[config.mk]
export PLATFORM = sky130hd
export DESIGN_NAME = tcpu_top
export DESIGN_NICKNAME = d
export VERILOG_FILES = /design/src/tcpu_pkg.sv /design/src/tcpu_top.sv
export VERILOG_INCLUDE_DIRS = /design/src
export SDC_FILE = /design/constraint.sdc
export NUM_CORES = 1
export LEC_CHECK = 0
export ABC_CLOCK_PERIOD_IN_PS = 4600
export BUFFER_PORTS_ARGS = -buffer_cell sky130_fd_sc_hd__buf_2
export CORE_MARGIN = 1
export CORE_UTILIZATION = 45
export DETAILED_ROUTE_END_ITERATION = 6
export MAX_ROUTING_LAYER = met4
export PLACE_DENSITY_LB_ADDON = 0.05
export SYNTH_ARGS = -nofsm -noshare
export SYNTH_HDL_FRONTEND = slang
export SYNTH_SLANG_ARGS = --single-unit
export TNS_END_PERCENT = 20
[constraint.sdc]
create_clock -name sys_clk -period 4.6 [get_ports sys_clk]
set_clock_uncertainty 0.2 [all_clocks]
set_input_delay 0.92 -clock sys_clk [delete_from_list [all_inputs] [get_ports sys_clk]]
set_output_delay 0.92 -clock sys_clk [all_outputs]
set_load 0.02 [all_outputs]
[src/tcpu_consts.svh]
`ifndef TCPU_CONSTS_SVH
`define TCPU_CONSTS_SVH

// Instance count and widths
`define TCPU_NUM          5
`define TCPU_CW           16
`define TCPU_DW           8

// Per-instance register offsets inside a 32-byte slot
`define TCPU_OFF_CTRL     5'h00
`define TCPU_OFF_PERIOD   5'h04
`define TCPU_OFF_COMPARE  5'h08
`define TCPU_OFF_DEAD     5'h0c
`define TCPU_OFF_CAPT     5'h10
`define TCPU_OFF_COUNT    5'h14

// Shared registers
`define TCPU_ADDR_STATUS  12'h100
`define TCPU_ADDR_MASK    12'h104

// Control fields
`define TCPU_CTRL_W       4
`define TCPU_CTRL_RST     4'h0

// Reset values
`define TCPU_PERIOD_RST   16'hffff
`define TCPU_COMPARE_RST  16'h0000
`define TCPU_DEAD_RST     8'h00

// Status layout: period match in 4:0, capture in 9:5
`define TCPU_ST_W         10
`define TCPU_ST_CAPT      5

`endif

[src/tcpu_pkg.sv]
package tcpu_pkg;

    // Per-instance control word
    typedef struct packed {
        logic kill_compl;
        logic kill_true;
        logic oneshot;
        logic enable;
    } tcpu_ctrl_type;

    // Pair of modulated lines
    typedef struct packed {
        logic compl;
        logic line;
    } tcpu_pair_type;

endpackage

[src/tcpu_top.sv]
// What this block does
// - Each instance counts with a 16-bit counter whose period is set by software.
// - On a period match the counter halts in one-shot mode or reloads to zero.
// - A capture event from a pin latches the current count for software to read.
// - The count is compared against a programmable value to form the duty cycle.
// - A true and a complementary line are produced, split by a programmable dead band.
// - The shutdown input forces both lines to a set safe level without software.
// - Five independent instances each own counter, period, capture and compare.
//
// Local design decisions: the address map and register access over APB.
`include "tcpu_consts.svh"

module tcpu_top (
    // Clock and reset
    input  wire logic                   sys_clk,
    input  wire logic                   sys_rst,
    // APB slave
    input  wire logic [11:0]            paddr,
    input  wire logic                   psel,
    input  wire logic                   penable,
    input  wire logic                   pwrite,
    input  wire logic [31:0]            pwdata,
    output logic      [31:0]            prdata,
    output logic                        pready,
    output logic                        pslverr,
    // External pins
    input  wire logic [`TCPU_NUM-1:0]   capture_pin,
    input  wire logic                   shutdown_pin,
    // Modulated outputs and interrupt
    output logic      [`TCPU_NUM-1:0]   pwm_line,
    output logic      [`TCPU_NUM-1:0]   pwm_line_compl,
    output logic                        irq
);

    ////////////////////////////////////////////////////////////////////////
    // Storage

    tcpu_pkg::tcpu_ctrl_type  ctrl_reg    [`TCPU_NUM];
    logic [`TCPU_CW-1:0]      period_reg  [`TCPU_NUM];
    logic [`TCPU_CW-1:0]      compare_reg [`TCPU_NUM];
    logic [`TCPU_DW-1:0]      dead_reg    [`TCPU_NUM];
    logic [`TCPU_CW-1:0]      capt_reg    [`TCPU_NUM];
    logic [`TCPU_CW-1:0]      count_reg   [`TCPU_NUM];
    logic [`TCPU_DW-1:0]      gap_reg     [`TCPU_NUM];
    logic [`TCPU_NUM-1:0]     raw_reg;
    logic [`TCPU_NUM-1:0]     raw_d_reg;
    logic [`TCPU_NUM-1:0]     match_evt;
    logic [`TCPU_NUM-1:0]     capt_evt;
    logic [`TCPU_NUM-1:0]     ctrl_wr;
    logic [`TCPU_NUM-1:0]     line_reg;
    logic [`TCPU_NUM-1:0]     compl_reg;
    logic [`TCPU_ST_W-1:0]    status_reg;
    logic [`TCPU_ST_W-1:0]    status_next;
    logic [`TCPU_ST_W-1:0]    mask_reg;
    logic [31:0]              prdata_reg;
    logic                     pready_reg;
    logic                     pslverr_reg;
    logic                     irq_reg;
    logic                     bus_wr;
    logic [`TCPU_NUM:0]       sync1_reg;
    logic [`TCPU_NUM:0]       sync2_reg;
    logic [`TCPU_NUM:0]       sync3_reg;
    logic [`TCPU_NUM:0]       filt_reg;
    logic [`TCPU_NUM:0]       agree;
    logic                     kill_reg;

    ////////////////////////////////////////////////////////////////////////
    // Address decode

    // True when addr hits register off of instance idx
    function automatic logic inst_hit(input logic [11:0] addr,
                                      input int          idx,
                                      input logic [4:0]  off);
        inst_hit = (addr[11:8] == 4'h0) && (addr[7:5] == 3'(idx))
                   && (addr[4:0] == off);
    endfunction

    // True when addr is any mapped register
    function automatic logic mapped(input logic [11:0] addr);
        logic ok;
        ok = (addr == `TCPU_ADDR_STATUS) || (addr == `TCPU_ADDR_MASK);
        for (int k = 0; k < `TCPU_NUM; k++)
        begin
            ok = ok || (addr[11:8] == 4'h0 && addr[7:5] == 3'(k)
                        && addr[4:0] <= `TCPU_OFF_COUNT
                        && addr[1:0] == 2'h0);
        end
        mapped = ok;
    endfunction

    // Read mux
    function automatic logic [31:0] read_word(input logic [11:0] addr);
        logic [31:0] d;
        d = 32'h0000_0000;
        if (addr == `TCPU_ADDR_STATUS)
            d = 32'(status_reg);
        if (addr == `TCPU_ADDR_MASK)
            d = 32'(mask_reg);
        for (int k = 0; k < `TCPU_NUM; k++)
        begin
            if (inst_hit(addr, k, `TCPU_OFF_CTRL))
                d = 32'(ctrl_reg[k]);
            if (inst_hit(addr, k, `TCPU_OFF_PERIOD))
                d = 32'(period_reg[k]);
            if (inst_hit(addr, k, `TCPU_OFF_COMPARE))
                d = 32'(compare_reg[k]);
            if (inst_hit(addr, k, `TCPU_OFF_DEAD))
                d = 32'(dead_reg[k]);
            if (inst_hit(addr, k, `TCPU_OFF_CAPT))
                d = 32'(capt_reg[k]);
            if (inst_hit(addr, k, `TCPU_OFF_COUNT))
                d = 32'(count_reg[k]);
        end
        read_word = d;
    endfunction

    ////////////////////////////////////////////////////////////////////////
    // APB slave: one access cycle, data and error prepared in setup

    assign bus_wr = psel & penable & pready_reg & pwrite;

    // Ready in the access phase only
    always_ff @(posedge sys_clk)
    begin
        if (sys_rst)
            pready_reg <= 1'b0;
        else
            pready_reg <= psel & ~penable;
    end

    // Read data and error for unmapped addresses
    always_ff @(posedge sys_clk)
    begin
        if (sys_rst)
        begin
            prdata_reg  <= 32'h0000_0000;
            pslverr_reg <= 1'b0;
        end
        else if (psel & ~penable)
        begin
            prdata_reg  <= pwrite ? 32'h0000_0000 : read_word(paddr);
            pslverr_reg <= ~mapped(paddr);
        end
    end

    assign prdata  = prdata_reg;
    assign pready  = pready_reg;
    assign pslverr = pslverr_reg;

    ////////////////////////////////////////////////////////////////////////
    // Pin synchronisers: three stages, a change counts when 2 and 3 agree

    assign agree = ~(sync2_reg ^ sync3_reg);

    always_ff @(posedge sys_clk)
    begin
        if (sys_rst)
        begin
            sync1_reg <= '0;
            sync2_reg <= '0;
            sync3_reg <= '0;
            filt_reg  <= '0;
        end
        else
        begin
            sync1_reg <= {shutdown_pin, capture_pin};
            sync2_reg <= sync1_reg;
            sync3_reg <= sync2_reg;
            filt_reg  <= (sync2_reg & agree) | (filt_reg & ~agree);
        end
    end

    assign capt_evt = sync2_reg[`TCPU_NUM-1:0] & agree[`TCPU_NUM-1:0]
                      & ~filt_reg[`TCPU_NUM-1:0];
    assign kill_reg = filt_reg[`TCPU_NUM];

    ////////////////////////////////////////////////////////////////////////
    // Instances

    genvar g;
    generate
        for (g = 0; g < `TCPU_NUM; g++)
        begin : g_inst
            assign ctrl_wr[g]   = bus_wr
                                  & inst_hit(paddr, g, `TCPU_OFF_CTRL);
            assign match_evt[g] = ctrl_reg[g].enable
                                  & (count_reg[g] == period_reg[g]);

            // Setup registers; one-shot halt drops enable
            always_ff @(posedge sys_clk)
            begin
                if (sys_rst)
                    ctrl_reg[g] <= `TCPU_CTRL_RST;
                else if (ctrl_wr[g])
                    ctrl_reg[g] <= pwdata[`TCPU_CTRL_W-1:0];
                else if (match_evt[g] & ctrl_reg[g].oneshot)
                    ctrl_reg[g].enable <= 1'b0;
            end

            always_ff @(posedge sys_clk)
            begin
                if (sys_rst)
                begin
                    period_reg[g]  <= `TCPU_PERIOD_RST;
                    compare_reg[g] <= `TCPU_COMPARE_RST;
                    dead_reg[g]    <= `TCPU_DEAD_RST;
                end
                else if (bus_wr)
                begin
                    if (inst_hit(paddr, g, `TCPU_OFF_PERIOD))
                        period_reg[g] <= pwdata[`TCPU_CW-1:0];
                    if (inst_hit(paddr, g, `TCPU_OFF_COMPARE))
                        compare_reg[g] <= pwdata[`TCPU_CW-1:0];
                    if (inst_hit(paddr, g, `TCPU_OFF_DEAD))
                        dead_reg[g] <= pwdata[`TCPU_DW-1:0];
                end
            end

            // Counter: restart on enable write, reload or halt on match
            always_ff @(posedge sys_clk)
            begin
                if (sys_rst)
                    count_reg[g] <= '0;
                else if (ctrl_wr[g] & pwdata[0] & ~ctrl_reg[g].enable)
                    count_reg[g] <= '0;
                else if (match_evt[g])
                begin
                    if (!ctrl_reg[g].oneshot)
                        count_reg[g] <= '0;
                end
                else if (ctrl_reg[g].enable)
                    count_reg[g] <= count_reg[g] + 16'h0001;
            end

            // Capture latch
            always_ff @(posedge sys_clk)
            begin
                if (sys_rst)
                    capt_reg[g] <= '0;
                else if (capt_evt[g])
                    capt_reg[g] <= count_reg[g];
            end

            // Duty compare and dead-band gap counter
            always_ff @(posedge sys_clk)
            begin
                if (sys_rst)
                begin
                    raw_reg[g]   <= 1'b0;
                    raw_d_reg[g] <= 1'b0;
                    gap_reg[g]   <= '0;
                end
                else
                begin
                    raw_reg[g]   <= count_reg[g] < compare_reg[g];
                    raw_d_reg[g] <= raw_reg[g];
                    if (raw_reg[g] != raw_d_reg[g] && dead_reg[g] != '0)
                        gap_reg[g] <= dead_reg[g] - 8'h01;
                    else if (gap_reg[g] != '0)
                        gap_reg[g] <= gap_reg[g] - 8'h01;
                end
            end

            // Output pair, shutdown level has priority
            always_ff @(posedge sys_clk)
            begin
                if (sys_rst)
                begin
                    line_reg[g]  <= 1'b0;
                    compl_reg[g] <= 1'b0;
                end
                else if (kill_reg)
                begin
                    line_reg[g]  <= ctrl_reg[g].kill_true;
                    compl_reg[g] <= ctrl_reg[g].kill_compl;
                end
                else if ((raw_reg[g] != raw_d_reg[g] && dead_reg[g] != '0)
                         || gap_reg[g] != '0)
                begin
                    line_reg[g]  <= 1'b0;
                    compl_reg[g] <= 1'b0;
                end
                else
                begin
                    line_reg[g]  <= raw_reg[g];
                    compl_reg[g] <= ~raw_reg[g];
                end
            end
        end
    endgenerate

    assign pwm_line       = line_reg;
    assign pwm_line_compl = compl_reg;

    ////////////////////////////////////////////////////////////////////////
    // Interrupt status (write one to clear, set wins), mask, output

    always_comb
    begin
        status_next = status_reg;
        if (bus_wr && paddr == `TCPU_ADDR_STATUS)
            status_next = status_next & ~pwdata[`TCPU_ST_W-1:0];
        status_next = status_next | {capt_evt, match_evt};
    end

    always_ff @(posedge sys_clk)
    begin
        if (sys_rst)
            status_reg <= '0;
        else
            status_reg <= status_next;
    end

    always_ff @(posedge sys_clk)
    begin
        if (sys_rst)
            mask_reg <= '0;
        else if (bus_wr && paddr == `TCPU_ADDR_MASK)
            mask_reg <= pwdata[`TCPU_ST_W-1:0];
    end

    always_ff @(posedge sys_clk)
    begin
        if (sys_rst)
            irq_reg <= 1'b0;
        else
            irq_reg <= |(status_reg & mask_reg);
    end

    assign irq = irq_reg;

    generate
        for (g = 0; g < `TCPU_NUM; g++)
        begin : g_chk

        end
    endgenerate
endmodule

==> impl_metrics.ini <==
[timing]
fmax_mhz = 259.5
finalCritPeriodShare = 0.8377
tightestPinTransition_ns = 1.132
relSlewSlack = 0.2386
final-max-slew-violation-count = 0
finalWorstPathRequiredPeriod_ns = 3.854
hold-worst-slack_ns = 0.2354
setup_viol = 0
rsz_0062_raised_after_global_routing = false
post-route-worst-setup-slack_ns = 0.7465
finalHoldViolCount = 0

[routing]
routed_wl_mm = 105.4
postRouteAntennaNets = 0
routed_via_density = 6.124
drt_iter0_drc = 2777
detail_route.drc_violations = 0
via_count_of_the_routed_design = 22690
detail_route.wl_per_cell_um = 28.45
first_pass_iters = 6

[grt]
antenna_found_initial = 12
grt_util_all_layers = 0.3415
grt_max_degree = 56
grt_pass1_wl_mm = 151.8
first_global_vias = 21670
grt.overflow.total = 0

[synth]
synth_area_leader_cell = sky130_fd_sc_hd__edfxtp_1
post_synth_instance_area_sq_mm = 0.02799
ys_dominant_reg_cell = sky130_fd_sc_hd__edfxtp_1
average_size_of_a_mapped_cell_sq_um = 10.25
ys_ff_latch = 503
top_area_cell_type_share_of_the_netlist_area = 0.4505
synth_enable_flop_cells = 420
asyncSetResetFlopFracSynth = 0
synth_cell_types = 79
synth_sequential_area_ratio = 0.5099
ys_top_cells_by_area = sky130_fd_sc_hd__edfxtp_1 (45%), sky130_fd_sc_hd__dfxtp_1 (5.9%), sky130_fd_sc_hd__ha_1 (4.6%)
synth.yosys.warnings = 0
syn_inst = 2731

[cells_and_area]
number_of_filler_cells_placed_in_the_layout = 5606
post-route-util = 0.5171
nNetsFinal = 2973
syn_to_final_growth_pct = 13.78
area_of_the_multi_input_gates_sq_mm = 0.01264
seqCellArea_sq_mm = 0.01427
post_route_cells_drive_above_1_share = 0.1414

[die]
num_io_pins = 100
initial_utilization = 0.4544
floorplan.die.width_um = 251.4
core_area_sq_mm = 0.06160
chipHeight_um = 251.4
std_cell_rows = 91
die-area_sq_mm = 0.06321

[critical_path]
critical_path.startpoint_type = primary input
critical_path_arrival_ns = 4.22
critical_path_peak_fanout = 19
criticalPathCategory = in -> reg
reg2reg_slack_ns = 1.25
cp-end-kind = flop
cp.required_ns = 4.97

[worst_hold_path]
min-delay-path-class = reg -> reg

[outcome]
status = completed

[placed_design]
pre_cts_slack_ns = 0.2489
io_buffer_count = 67
place_hpwl_mm = 77.39
place.gp.congestion = 1.026

[clocking]
worst_setup_hold_path_clk_slew_ns = 0.06
numCtsBuffers = 56
cts-resized-gates = 0
cts_hold_buf = 0
cts.path.max_buffers = 3
numClockSinks = 503
clock-root-buffer = sky130_fd_sc_hd__clkbuf_16
cts_max_level = 2
clock_latency_ns = 0.63
cts_tree = built
cts_setup_buffers = 0

[pwr]
p_per_area_mw_per_mm2 = 382.2
leakage_nw = 11.63
peakVddDrop_v = 0.0002880

[job]
max-cap-violations = 0
[path summary, 6_finish.rpt]
path	start	to	depth (start not counted)
max	paddr[1]	prdata[3]$_SDFFE_PP0P_	11
max reg2reg	count_reg[0][14]$_SDFFCE_PN0P_	count_reg[0][13]$_SDFFCE_PN0P_	5
min	sync1_reg[5]$_SDFF_PP0_	sync2_reg[5]$_SDFF_PP0_	1
min reg2reg	sync1_reg[5]$_SDFF_PP0_	sync2_reg[5]$_SDFF_PP0_	1
[cell families (layout without fill, tap and decap cells)]
group | Yosys count | after routing | share of synthesized area
AOI/OAI and AO/OA | 560 | 560 | 0.1331
xor gates and xnor gates | 209 | 209 | 0.06539
adders and majority gates | 102 | 102 | 0.04559
buffers and inverters | 306 | 424 | 0.04470
DFF | 503 | 503 | 0.5099
muxes | 38 | 38 | 0.01377
other | 1 | 20 | 0.0001340
and+or+nand+nor | 1012 | 1012 | 0.1875
[layer usage]
metal | up-vias | wire, um | GRT usage
li1 | 10060 | - | -
met1 | 11290 | 43990 | 0.4623
met2 | 1129 | 48310 | 0.5297
met3 | 210 | 9363 | 0.04488
met4 | 0 | 3737 | 0.1155
met5 | - | 0 | -
[area by class of cell]
cell class                 instances  share of cell area
sequential                       503              0.4481
clock buffer                      76             0.05268
timing repair buffer             197             0.04282
clock inverter                    30             0.01222
tap                              837             0.03288
inverter                         121             0.01426
multi-input combinational       1937              0.3967
antenna                            4           0.0003143
[cells in the final DEF, fill, tap and decap left out, types with 44 or more instances in the layout]
cell type / n
sky130_fd_sc_hd__or2_2: 66
sky130_fd_sc_hd__nor2_1: 253
sky130_fd_sc_hd__ha_1: 102
sky130_fd_sc_hd__nand2_1: 170
sky130_fd_sc_hd__edfxtp_1: 420
sky130_fd_sc_hd__clkbuf_16: 62
sky130_fd_sc_hd__xor2_1: 64
sky130_fd_sc_hd__buf_2: 66
sky130_fd_sc_hd__and2_1: 150
sky130_fd_sc_hd__nand3_1: 56
sky130_fd_sc_hd__inv_1: 120
sky130_fd_sc_hd__a21oi_1: 135
sky130_fd_sc_hd__o22ai_1: 67
sky130_fd_sc_hd__buf_4: 127
sky130_fd_sc_hd__a22oi_1: 46
sky130_fd_sc_hd__o21ai_0: 90
sky130_fd_sc_hd__nand4_1: 44
sky130_fd_sc_hd__xnor2_1: 145
sky130_fd_sc_hd__dfxtp_1: 83
sky130_fd_sc_hd__and3_1: 69
[worst max-delay path, stage by stage]
cell and delay, ns:
sky130_fd_sc_hd__buf_2 0.12, sky130_fd_sc_hd__or3_1 0.72, sky130_fd_sc_hd__nor2_4 0.62, sky130_fd_sc_hd__buf_4 0.41, sky130_fd_sc_hd__nand2_1 0.08, sky130_fd_sc_hd__o21ai_0 0.08, sky130_fd_sc_hd__o21ai_0 0.16, sky130_fd_sc_hd__and4_1 0.23
sky130_fd_sc_hd__a221oi_1 0.47, sky130_fd_sc_hd__buf_4 0.21, sky130_fd_sc_hd__a32o_1 0.16
[through the flow]
stage	power (mW)	cell area (sq um)	instances	TNS, ns
6_report	12.18	31850	3705	0
5_1_grt	12.56	31850	3703	0
4_1_cts	12.22	31840	3701	0
3_5_place_dp	7.202	29770	3595	0
3_3_place_gp	7.153	29770	3595	0
2_1_floorplan	6.647	28050	2746	-11.03
[where the power goes]
| part | leakage, nW | total [mW] | switching [mW] | internal (mW) |
|---|---|---|---|---|
| Clock | 1.03 | 5.03 | 1.97 | 3.06 |
| Combinational | 5.60 | 1.55 | 0.943 | 0.602 |
| Sequential | 5.01 | 5.60 | 0.327 | 5.28 |
[Yosys cell counts (all sizes together), types with 16 or more instances]
master / instances
a211oi: 16
a21o: 24
a21oi: 135
a221oi: 25
a22oi: 46
a31oi: 17
and2: 150
and3: 69
buf: 49
clkbuf: 136
dfxtp: 83
edfxtp: 420
ha: 102
inv: 121
mux2i: 34
nand2: 170
nand2b: 41
nand3: 56
nand3b: 16
nand4: 44
nor2: 264
nor2b: 33
nor3: 45
nor4: 16
o21ai: 94
o221ai: 21
o22ai: 67
or2: 66
xnor2: 145
xor2: 64
Power figures use the tool's default switching activity.
